File: src/rtl/phy_aux_params.svh
/*
 Constants for the per-port auxiliary PHY control/status register bank.
 Assumes a 200 MHz core clock and APB word access, byte address = index * 4.
*/
// What this block does
// - Five ports each own a copy, one page per port, pages 10h to 14h.
// - Gap mode on: 1-4 cycle gaps get two IDLEs inserted before next packet.
// - Bits 15:11 report the highest common mode, fastest full first.
// - First link-pass after reset or restart sets exactly one result bit.
// - Restart or reset clears all five result bits.
// - Later renegotiations may add result bits without clearing old ones.
// - Link-pass shows as a 1 in bit 7, with bit 6 also 1.
// - Writing 1 to bit 8 restarts negotiation; 0 does nothing; reads 0.
// - Restart works only while negotiation is enabled, like control bit 9.
// - Bit 7 sets on completion, held until restart, fault, reset or disable.
// - Bit 6 sets leaving acknowledge-complete, held until restart/fault/disable/reset.
// - Bit 5 sets leaving acknowledge-detected, held until restart or reset.
// - Bit 4 is 1 only while in the ability-detect state.
// - Ability-detect entered fixed time after start, left on partner pulses.
// - Bit 3 isolates: ignore transmit inputs, float receive data, no pulses.
// - Bit 1 enables 10BASE-T serial mode, never offered at 100 Mbps.
// - Bank bit 7 set: indices 1Eh to 3Ch go to the shadow bank.
// - Latched-high status bits hold until read and the read clears them; the latched-low link bit reloads from the link.
`ifndef PHY_AUX_PARAMS_SVH
`define PHY_AUX_PARAMS_SVH
`define NUM_PORTS 5
`define PAGE_FIRST 8'h10
`define IDX_STATUS_SUM 8'h32
`define IDX_GAP_MODE 8'h3A
`define IDX_MULTI_PHY 8'h3C
`define IDX_BANK_SEL 8'h3E
`define IDX_SHADOW_LO 8'h1E
`define IDX_SHADOW_HI 8'h3C
`define RST_GAP_MODE 16'h0000
`define RST_MULTI_PHY 16'h0000
`define RST_BANK_SEL 16'h000B
`define MPHY_RW_MASK 16'h060F
`define GAP_MODE_BIT 1
`define MPHY_RESTART_BIT 8
`define MPHY_ISO_BIT 3
`define MPHY_SERIAL_BIT 1
`define BANK_SHADOW_BIT 7
`define SUM_CHK_BIT 14
`define SUM_ACK_BIT 13
`define SUM_ABIL_BIT 12
`define SUM_LINK_BIT 2
`define CLK_PERIOD_NS 5
`define AN_START_NS 1000
`define GAP_MAX 3'h4
`define GAP_SAT 3'h5
`define IDLE_INSERT 2'h2
`define HCD_FAST_FULL 3'h5
`define HCD_FAST_FOUR 3'h4
`define HCD_FAST_HALF 3'h3
`define HCD_SLOW_FULL 3'h2
`endif

File: src/rtl/phy_aux_pkg.sv
/*
 Types for the auxiliary PHY register bank: pin groups, FSM and per-port state.
 Assumes the constants header is included by the design file.
*/
package phy_aux_pkg;
	typedef struct packed {
		logic an_enable;
		logic pulse_seen;
		logic ack_seen;
		logic link_ok;
		logic speed100;
		logic [2:0] hcd_code;
	} phy_in_t;

	typedef struct packed {
		logic insert_idle;
		logic tx_accept;
		logic rxd_oe;
		logic link_pulse_en;
		logic serial_en;
		logic shadow_en;
	} phy_out_t;

	typedef enum logic [6:0] {
		AN_OFF = 7'h01,
		AN_WAIT = 7'h02,
		AN_ABILITY = 7'h04,
		AN_ACK_DET = 7'h08,
		AN_ACK_CPL = 7'h10,
		AN_LINK_CHK = 7'h20,
		AN_LINK_PASS = 7'h40
	} an_state_t;

	typedef struct packed {
		an_state_t st;
		logic [23:0] timer;
		logic [15:0] gap_reg;
		logic [15:0] mphy_rw;
		logic [15:0] bank_reg;
		logic [4:0] result;
		logic an_cpl;
		logic ack_cpl;
		logic ack_det;
		logic lh_chk;
		logic lh_ack;
		logic lh_abil;
		logic ll_link;
		logic tx_prev;
		logic [2:0] gap_cnt;
		logic [1:0] idle_cnt;
	} port_state_t;
endpackage

File: src/rtl/phy_aux_negotiation_shadow_ctrl.sv
/*
 Per-port auxiliary PHY control/status bank with negotiation progress tracking,
 short-gap idle insertion, isolate and serial mode controls, APB slave.
 Assumes tx_en_i is on clk_i; phy_i comes from the PHY core asynchronously.
*/
`timescale 1ns/1ps
`include "phy_aux_params.svh"
module phy_aux_negotiation_shadow_ctrl #(
	parameter int NPORTS = `NUM_PORTS,
	parameter int AN_START_CYC = (`AN_START_NS + `CLK_PERIOD_NS - 1) / `CLK_PERIOD_NS,
	parameter int AW = 20
) (
	input wire logic clk_i,
	input wire logic rst_i,
	input wire logic ce_i,
	input wire logic psel_i,
	input wire logic penable_i,
	input wire logic pwrite_i,
	input wire logic [AW-1:0] paddr_i,
	input wire logic [31:0] pwdata_i,
	output logic [31:0] prdata_o,
	output logic pready_o,
	output logic pslverr_o,
	input wire logic [NPORTS-1:0] tx_en_i,
	input wire phy_aux_pkg::phy_in_t [NPORTS-1:0] phy_i,
	output phy_aux_pkg::phy_out_t [NPORTS-1:0] phy_o
);
	localparam logic [23:0] START_LAST = 24'(AN_START_CYC - 1);

	typedef struct packed {
		phy_aux_pkg::port_state_t [NPORTS-1:0] port;
		phy_aux_pkg::phy_in_t [NPORTS-1:0] s1;
		phy_aux_pkg::phy_in_t [NPORTS-1:0] s2;
		logic [31:0] rdata;
		logic slverr;
	} ctrl_state_t;

	ctrl_state_t r_reg;
	ctrl_state_t r_next;

	function automatic logic [4:0] hcd_onehot(input logic [2:0] c);
		case (c)
			`HCD_FAST_FULL: hcd_onehot = 5'h10;
			`HCD_FAST_FOUR: hcd_onehot = 5'h08;
			`HCD_FAST_HALF: hcd_onehot = 5'h04;
			`HCD_SLOW_FULL: hcd_onehot = 5'h02;
			// Unknown code still yields one bit so the first pass is never empty
			default: hcd_onehot = 5'h01;
		endcase
	endfunction

	always_comb begin
		phy_aux_pkg::port_state_t ps;
		phy_aux_pkg::phy_in_t ip;
		logic [7:0] page;
		logic [7:0] idx;
		logic [7:0] pidx;
		logic setup;
		logic wr;
		logic rd;
		logic sel;
		logic shadow;
		logic hit_gap;
		logic hit_mphy;
		logic hit_bank;
		logic hit_sum;
		logic restart;
		logic en;
		logic [31:0] rd_data;
		logic mapped;
		ps = '0;
		ip = '0;
		sel = 1'b0;
		shadow = 1'b0;
		hit_gap = 1'b0;
		hit_mphy = 1'b0;
		hit_bank = 1'b0;
		hit_sum = 1'b0;
		restart = 1'b0;
		en = 1'b0;
		r_next = r_reg;
		r_next.s1 = phy_i;
		r_next.s2 = r_reg.s1;
		page = paddr_i[17:10];
		idx = paddr_i[9:2];
		pidx = page - `PAGE_FIRST;
		setup = psel_i & ~penable_i;
		wr = psel_i & penable_i & pwrite_i;
		rd = psel_i & penable_i & ~pwrite_i;
		rd_data = '0;
		mapped = 1'b0;
		for (int p = 0; p < NPORTS; p++) begin
			ps = r_reg.port[p];
			ip = r_reg.s2[p];
			sel = (page >= `PAGE_FIRST) && (pidx == 8'(p));
			shadow = ps.bank_reg[`BANK_SHADOW_BIT] && idx >= `IDX_SHADOW_LO
				&& idx <= `IDX_SHADOW_HI;
			hit_gap = sel && !shadow && idx == `IDX_GAP_MODE;
			hit_mphy = sel && !shadow && idx == `IDX_MULTI_PHY;
			hit_sum = sel && !shadow && idx == `IDX_STATUS_SUM;
			hit_bank = sel && idx == `IDX_BANK_SEL;

			// Read data latched in setup so prdata comes from a flop
			if (sel) begin
				mapped = shadow | hit_gap | hit_mphy | hit_sum | hit_bank;
				if (hit_gap)
					rd_data = {16'h0000, ps.gap_reg};
				if (hit_bank)
					rd_data = {16'h0000, ps.bank_reg};
				if (hit_mphy) begin
					rd_data = {16'h0000, ps.result, ps.mphy_rw[10:9], 1'b0,
						ps.an_cpl, ps.ack_cpl, ps.ack_det,
						ps.st == phy_aux_pkg::AN_ABILITY,
						ps.mphy_rw[3:0]};
				end
				if (hit_sum) begin
					rd_data[`SUM_CHK_BIT] = ps.lh_chk;
					rd_data[`SUM_ACK_BIT] = ps.lh_ack;
					rd_data[`SUM_ABIL_BIT] = ps.lh_abil;
					rd_data[`SUM_LINK_BIT] = ps.ll_link;
				end
			end

			if (wr && hit_gap)
				ps.gap_reg = pwdata_i[15:0];
			if (wr && hit_mphy)
				ps.mphy_rw = pwdata_i[15:0] & `MPHY_RW_MASK;
			if (wr && hit_bank)
				ps.bank_reg = pwdata_i[15:0];
			restart = wr && hit_mphy && pwdata_i[`MPHY_RESTART_BIT] && ip.an_enable;

			// Read clears only bits the reader saw, so a fresh set survives
			if (rd && hit_sum) begin
				ps.lh_chk = ps.lh_chk & ~r_reg.rdata[`SUM_CHK_BIT];
				ps.lh_ack = ps.lh_ack & ~r_reg.rdata[`SUM_ACK_BIT];
				ps.lh_abil = ps.lh_abil & ~r_reg.rdata[`SUM_ABIL_BIT];
				ps.ll_link = ip.link_ok;
			end
			if (!ip.link_ok)
				ps.ll_link = 1'b0;

			case (ps.st)
				phy_aux_pkg::AN_OFF: begin
					if (ip.an_enable) begin
						ps.st = phy_aux_pkg::AN_WAIT;
						ps.timer = '0;
					end
				end
				phy_aux_pkg::AN_WAIT: begin
					if (ps.timer >= START_LAST) begin
						ps.st = phy_aux_pkg::AN_ABILITY;
						ps.lh_abil = 1'b1;
					end else begin
						ps.timer = ps.timer + 24'h000001;
					end
				end
				phy_aux_pkg::AN_ABILITY: begin
					if (ip.pulse_seen) begin
						ps.st = phy_aux_pkg::AN_ACK_DET;
						ps.lh_ack = 1'b1;
					end
				end
				phy_aux_pkg::AN_ACK_DET: begin
					if (ip.ack_seen) begin
						ps.st = phy_aux_pkg::AN_ACK_CPL;
						ps.ack_det = 1'b1;
					end
				end
				phy_aux_pkg::AN_ACK_CPL: begin
					ps.st = phy_aux_pkg::AN_LINK_CHK;
					ps.ack_cpl = 1'b1;
					ps.lh_chk = 1'b1;
				end
				phy_aux_pkg::AN_LINK_CHK: begin
					if (ip.link_ok) begin
						ps.st = phy_aux_pkg::AN_LINK_PASS;
						ps.an_cpl = 1'b1;
						// Old bits kept: several may read 1 after renegotiation
						ps.result = ps.result | hcd_onehot(ip.hcd_code);
					end
				end
				phy_aux_pkg::AN_LINK_PASS: begin
					if (!ip.link_ok) begin
						ps.st = phy_aux_pkg::AN_WAIT;
						ps.timer = '0;
						ps.an_cpl = 1'b0;
						ps.ack_cpl = 1'b0;
					end
				end
				default: begin
					ps.st = phy_aux_pkg::AN_OFF;
				end
			endcase

			if (!ip.an_enable) begin
				ps.st = phy_aux_pkg::AN_OFF;
				ps.an_cpl = 1'b0;
				ps.ack_cpl = 1'b0;
			end
			if (restart) begin
				ps.st = phy_aux_pkg::AN_WAIT;
				ps.timer = '0;
				ps.result = '0;
				ps.an_cpl = 1'b0;
				ps.ack_cpl = 1'b0;
				ps.ack_det = 1'b0;
			end

			// Gap counter saturates so an idle line never triggers insertion
			en = tx_en_i[p] & ~ps.mphy_rw[`MPHY_ISO_BIT];
			if (ps.idle_cnt != 2'h0)
				ps.idle_cnt = ps.idle_cnt - 2'h1;
			if (en && !ps.tx_prev) begin
				if (ps.gap_reg[`GAP_MODE_BIT] && ps.gap_cnt != 3'h0
					&& ps.gap_cnt <= `GAP_MAX)
					ps.idle_cnt = `IDLE_INSERT;
				ps.gap_cnt = 3'h0;
			end else if (!en && ps.gap_cnt < `GAP_SAT) begin
				ps.gap_cnt = ps.gap_cnt + 3'h1;
			end
			ps.tx_prev = en;
			r_next.port[p] = ps;
		end
		if (setup) begin
			r_next.rdata = rd_data;
			r_next.slverr = ~mapped;
		end
	end

	always_ff @(posedge clk_i or posedge rst_i) begin
		if (rst_i) begin
			r_reg <= '0;
			for (int p = 0; p < NPORTS; p++) begin
				r_reg.port[p].st <= phy_aux_pkg::AN_OFF;
				r_reg.port[p].gap_reg <= `RST_GAP_MODE;
				r_reg.port[p].mphy_rw <= `RST_MULTI_PHY;
				r_reg.port[p].bank_reg <= `RST_BANK_SEL;
				r_reg.port[p].gap_cnt <= `GAP_SAT;
			end
		end else if (ce_i) begin
			r_reg <= r_next;
		end
	end

	always_comb begin
		for (int p = 0; p < NPORTS; p++) begin
			phy_o[p].insert_idle = r_reg.port[p].idle_cnt != 2'h0;
			phy_o[p].tx_accept = ~r_reg.port[p].mphy_rw[`MPHY_ISO_BIT];
			phy_o[p].rxd_oe = ~r_reg.port[p].mphy_rw[`MPHY_ISO_BIT];
			phy_o[p].link_pulse_en = ~r_reg.port[p].mphy_rw[`MPHY_ISO_BIT];
			// Speed comes from the synchronised PHY status, never the raw pin
			phy_o[p].serial_en = r_reg.port[p].mphy_rw[`MPHY_SERIAL_BIT]
				& ~r_reg.s2[p].speed100;
			phy_o[p].shadow_en = r_reg.port[p].bank_reg[`BANK_SHADOW_BIT];
		end
	end

	// Answer needs no wait state beyond the clock enable
	assign pready_o = ce_i;
	assign prdata_o = r_reg.rdata;
	assign pslverr_o = r_reg.slverr;
endmodule

File: config.mk
export PLATFORM = sky130hd
export DESIGN_NAME = phy_aux_negotiation_shadow_ctrl
export DESIGN_NICKNAME = d
export VERILOG_FILES = /design/src/rtl/phy_aux_pkg.sv /design/src/rtl/phy_aux_negotiation_shadow_ctrl.sv
export VERILOG_INCLUDE_DIRS = /design/src /design/src/rtl
export SDC_FILE = /design/constraint.sdc
export NUM_CORES = 1
export LEC_CHECK = 0
export BUFFER_PORTS_ARGS = -buffer_cell sky130_fd_sc_hd__buf_4
export CORE_ASPECT_RATIO = 0.8
export CORE_MARGIN = 3
export CORE_UTILIZATION = 66
export CTS_CLUSTER_DIAMETER = 120
export DETAILED_ROUTE_END_ITERATION = 7
export PLACE_DENSITY = 0.86
export SLEW_MARGIN = 20
export SYNTH_ARGS = -nofsm -noshare
export SYNTH_HDL_FRONTEND = slang
export SYNTH_SLANG_ARGS = --single-unit
File: constraint.sdc
create_clock -name clk_i -period 39.3 [get_ports clk_i]
set_clock_uncertainty 0.15 [all_clocks]
set_input_delay 7.86 -clock clk_i [delete_from_list [all_inputs] [get_ports clk_i]]
set_output_delay 7.86 -clock clk_i [all_outputs]
set_load 0.005 [all_outputs]
### After elaboration in Yosys (flattened, before gate mapping)

Index checks and enable logic that the tools add are counted.

* add/subtract/negate cells: 16
* reductions and logical operators: 212
* magnitude comparators: 18
* bitwise logic cells: 75
* muxes and demuxes: 220
* equal/unequal tests: 118

Operator list (count)
* $mux 32: 17
* $mux 31: 15
* $pmux 24 s3: 5
* $pmux 7 s7: 5
* $mux 7: 25
* $add 24x1->24 const B: 5
* $ge 24x8->1 const B: 5
* $mux 24: 5
* $pmux 5 s4: 5
* $logic_and 1x1->1: 90
* $ne 4x4->1 const B: 21
* $mux 5: 15
* $reduce_bool 2->1: 35
* $reduce_and 2->1: 31
* $mux 2: 30
* $mux 1: 50
* $mux 16: 3
* $mux 3: 15
* $ne 3x3->1 const B: 15
* $reduce_and 3->1: 15
* $mux 4: 10
* $mux 8: 5
* $ne 4x1->1 const B: 10
* $eq 7x1->1 const B: 5
* 34 further kinds: 222

* flip-flop bits (word level): 548
* input port bits: 103
* logic and storage cells: 811
* output and inout bits: 64

### Depth between registers and ports, before layout

* word-level depth: 31
* gate-level depth with buffers: 11
* depth with buffers taken out: 8

### Worst setup path before layout

No wires, ideal clock.

* path type: in2out
* start point: input ce_i
* end point: output pready_o
* required time: 31.290 ns
* arrival: 7.971 ns
* path slack: 23.319 ns
* stages on the path: 1
* path buffers: 1
* cells stage by stage: buf_4

RTL lines
* from (decl): RTL line phy_aux_negotiation_shadow_ctrl.sv:15 `input wire logic ce_i,`
* to (decl): RTL line phy_aux_negotiation_shadow_ctrl.sv:22 `output logic pready_o,`

No word-level cell between the ends.

### Worst setup path in the final report

* start point: input ce_i
* end point: output pready_o

No word-level cell between the ends.

==> results.py <==
metrics = {
    "clock_tree": {
        "tritoncts": "built",
        "htreeDepth": 2,
        "cts_resized": 0,
        "cts_sinks": 532,
        "cts_buffers": 52,
        "path_clk_slew_ps": 60,
        "post_cts_buffers": 0,
        "clk_latency_ps": 600,
        "cts_max_path_buffers": 3,
        "root_buffer": "clkbuf_16",
        "holdBufCountCts": 0,
    },
    "route": {
        "vias_per_cell": 6.924,
        "drt_iter0_markers": 2841,
        "wl_um": 77480,
        "wl_per_cell_um": 24.89,
        "drcViolationCount": 0,
        "vias": 21550,
        "drt_pass1_iterations": 7,
        "ant_nets": 0,
    },
    "setup_path": {
        "crit_type": "in -> out",
        "crit_buf_inv": 2,
        "critical_path.max_fanout": 64,
        "endpoint_kind": "primary output",
        "worstSetupStartpointType": "primary input",
        "critical-path-slowest-cell": "buf_6",
        "max_stage_delay_ps": 440,
        "worstPathArrival_ps": 8540,
        "cp_cell_sequence": "buf_6 -> buf_4",
        "cp.required_ps": 31290,
        "cp_top_family": "buffers and inverters",
    },
    "yosys": {
        "synth_async_sr_flop_share_pct": 100.0,
        "synth_top_area_share_pct": 47.67,
        "synth_cells": 2480,
        "synth-seq-cells": 532,
        "ys.flop_type": "dfrtp_1",
        "synth.distinct_cells": 99,
        "synth_area_leaders": "dfrtp_1, mux2_2, dfstp_2, nor2_1, o21ai_0",
        "yosysSeqAreaShare_pct": 50.66,
        "synth_area_leader_cell": "dfrtp_1",
        "synth.avg_cell_area_sq_um": 10.63,
        "synth_enable_flop_cells": 0,
        "yosys_warnings": 0,
        "synthesis.area_sq_um": 26350,
    },
    "sta": {
        "setup_viol": 0,
        "tns_ps": 0,
        "fmax_mhz": 60.44,
        "rsz0062_at_grt": "false",
        "period_share_pct": 42.10,
        "min_period_ps": 16550,
        "worst-slew-pin-transition_ps": 1208,
        "slew_headroom_pct": 19.40,
        "hold_viol_final": 0,
        "drv_slew": 0,
    },
    "cells_and_area": {
        "largest_reg_flops": 470,
        "multi_input_area_sq_um": 12000,
        "areaGrowthSynthToFinish_pct": 11.28,
        "register_area_sq_um": 13350,
        "layout.nets": 2658,
        "final_util_pct": 75.50,
        "fill_cells": 2568,
        "drive_gt1_share_pct": 24.97,
    },
    "place": {
        "numPortBuffers": 130,
        "dp_hpwl_um": 53000,
        "gp_congestion": 0.9989,
    },
    "global_route": {
        "gr-total-overflow": 0,
        "track_usage_pct": 36.16,
        "antenna_found_initial": 2,
        "grt_pass1_wl_um": 119400,
        "grt_pass1_vias": 20810,
        "grt_max_degree": 153,
    },
    "floorplanning": {
        "dieWidth_um": 229.4,
        "coreArea_sq_um": 38840,
        "pin_count": 167,
        "dieHeight_um": 184.7,
        "die-area_sq_um": 42370,
        "initial_core_util_pct": 67.85,
        "rows": 64,
    },
    "power_and_ir_drop": {
        "comb_power_share_pct": 12.4,
        "pwr-share-clk_pct": 41.0,
        "p_leak_nw": 13.44,
        "power_switching_mw": 0.3464,
        "ir_drop_mv": 0.03432,
        "intPower_mw": 0.9526,
        "p_per_area_nw_per_um2": 44.30,
        "pwr-share-seq_pct": 46.5,
        "switching_share_pct": 26.66,
        "power_mw": 1.299,
    },
    "run_status": {
        "status": "completed",
    },
    "hold_path": {
        "hold_path_class": "reg -> reg",
    },
    "run": {
        "cap_violations": 0,
    },
}
[layout make-up]
cell class | instances | area share [%]
flip-flops and latches | 532 | 45.53
multi-input cells | 1736 | 40.94
clock buffers | 79 | 5.402
repair buffers | 164 | 4.280
well taps | 528 | 2.253
clock inverters | 18 | 0.8449
inverters | 54 | 0.7339
diodes | 2 | 0.01707
[final timing paths]
path,from,end,slack (ps),depth (start not counted)
max reg2reg,phy_o[6]$_DFFE_PP0P_,r_reg[271]$_DFFE_PP0P_,35660,5
max in group asynchronous,rst_i,r_reg[289]$_DFFE_PP0P_,29350,4
max,ce_i,pready_o,22750,2
min,r_next[69]$_DFFE_PP0P_,r_reg[69]$_DFFE_PP0P_,330,2
min in group asynchronous,rst_i,r_reg[308]$_DFFE_PP0P_,7250,2
min reg2reg,r_next[69]$_DFFE_PP0P_,r_reg[69]$_DFFE_PP0P_,330,2
[stage by stage]
step,worst slack [ps],area [sq um],hold slack (ps),instances
3_5_place_dp,22770,27450,322.1,3013
6_report,22750,29320,328.3,3113
4_1_cts,22760,29280,336.5,3110
3_3_place_gp,22770,27450,322.9,3013
5_1_grt,22700,29320,367.0,3111
2_1_floorplan,16470,26410,299.2,2495
[Yosys cell counts, types with 52 or more instances]
| cell | count |
|---|---|
| dfrtp_1 | 502 |
| nor3_1 | 56 |
| nand2_1 | 181 |
| a21oi_1 | 109 |
| mux2_2 | 278 |
| nor4_1 | 53 |
| nor2_1 | 208 |
| o21ai_0 | 141 |
| buf_4 | 52 |
| clkbuf_1 | 88 |
| a31oi_1 | 59 |
| inv_1 | 54 |
[layer usage]
layer  vias up  track usage, %  routed length (um)
met3       296           10.77                8900
li1       9240               -                   -
met5         -               0                  14
met4         2           14.77                3527
met2      1262           55.69               34630
met1     10750           48.60               30410
[logic make-up (layout without fill, tap and decap cells)]
kind of cell             count (synthesis)  count (layout)  share of synthesized area (%)
multiplexers                           299             299                          12.68
AO/OA/AOI/OAI                          581             581                          15.11
buffers and inverters                  227             315                          4.174
other                                    1              18                        0.01423
XOR/XNOR                                11              11                         0.3656
adder cells (fa/ha/maj)                 15              15                         0.7123
flip-flops                             532             532                          50.66
AND/OR/NAND/NOR                        814             814                          16.28
[power groups by stage]
stage	registers, mW	logic (mW)	clock network (mW)
2_1_floorplan	0.601	0.123	0
4_1_cts	0.603	0.159	0.535
5_1_grt	0.607	0.178	0.560
3_5_place_dp	0.613	0.157	0
6_report	0.604	0.162	0.533
3_3_place_gp	0.611	0.151	0
[cells in the final DEF (no fill, tap or decap), types with 23 or more instances in the layout]
cell type / instances
o21ai_0: 141
and2_1: 29
o31ai_1: 25
nand2_1: 181
and3_1: 37
nor3_1: 54
o21a_1: 23
nor4_1: 52
dfrtp_1: 502
mux2_2: 278
a21oi_1: 109
nor2_1: 204
nand3_1: 45
nand4_1: 25
buf_4: 162
clkbuf_16: 53
nor2b_1: 37
dfstp_2: 30
inv_1: 53
a31oi_1: 59
No activity file was read; power rests on OpenSTA's default activity.
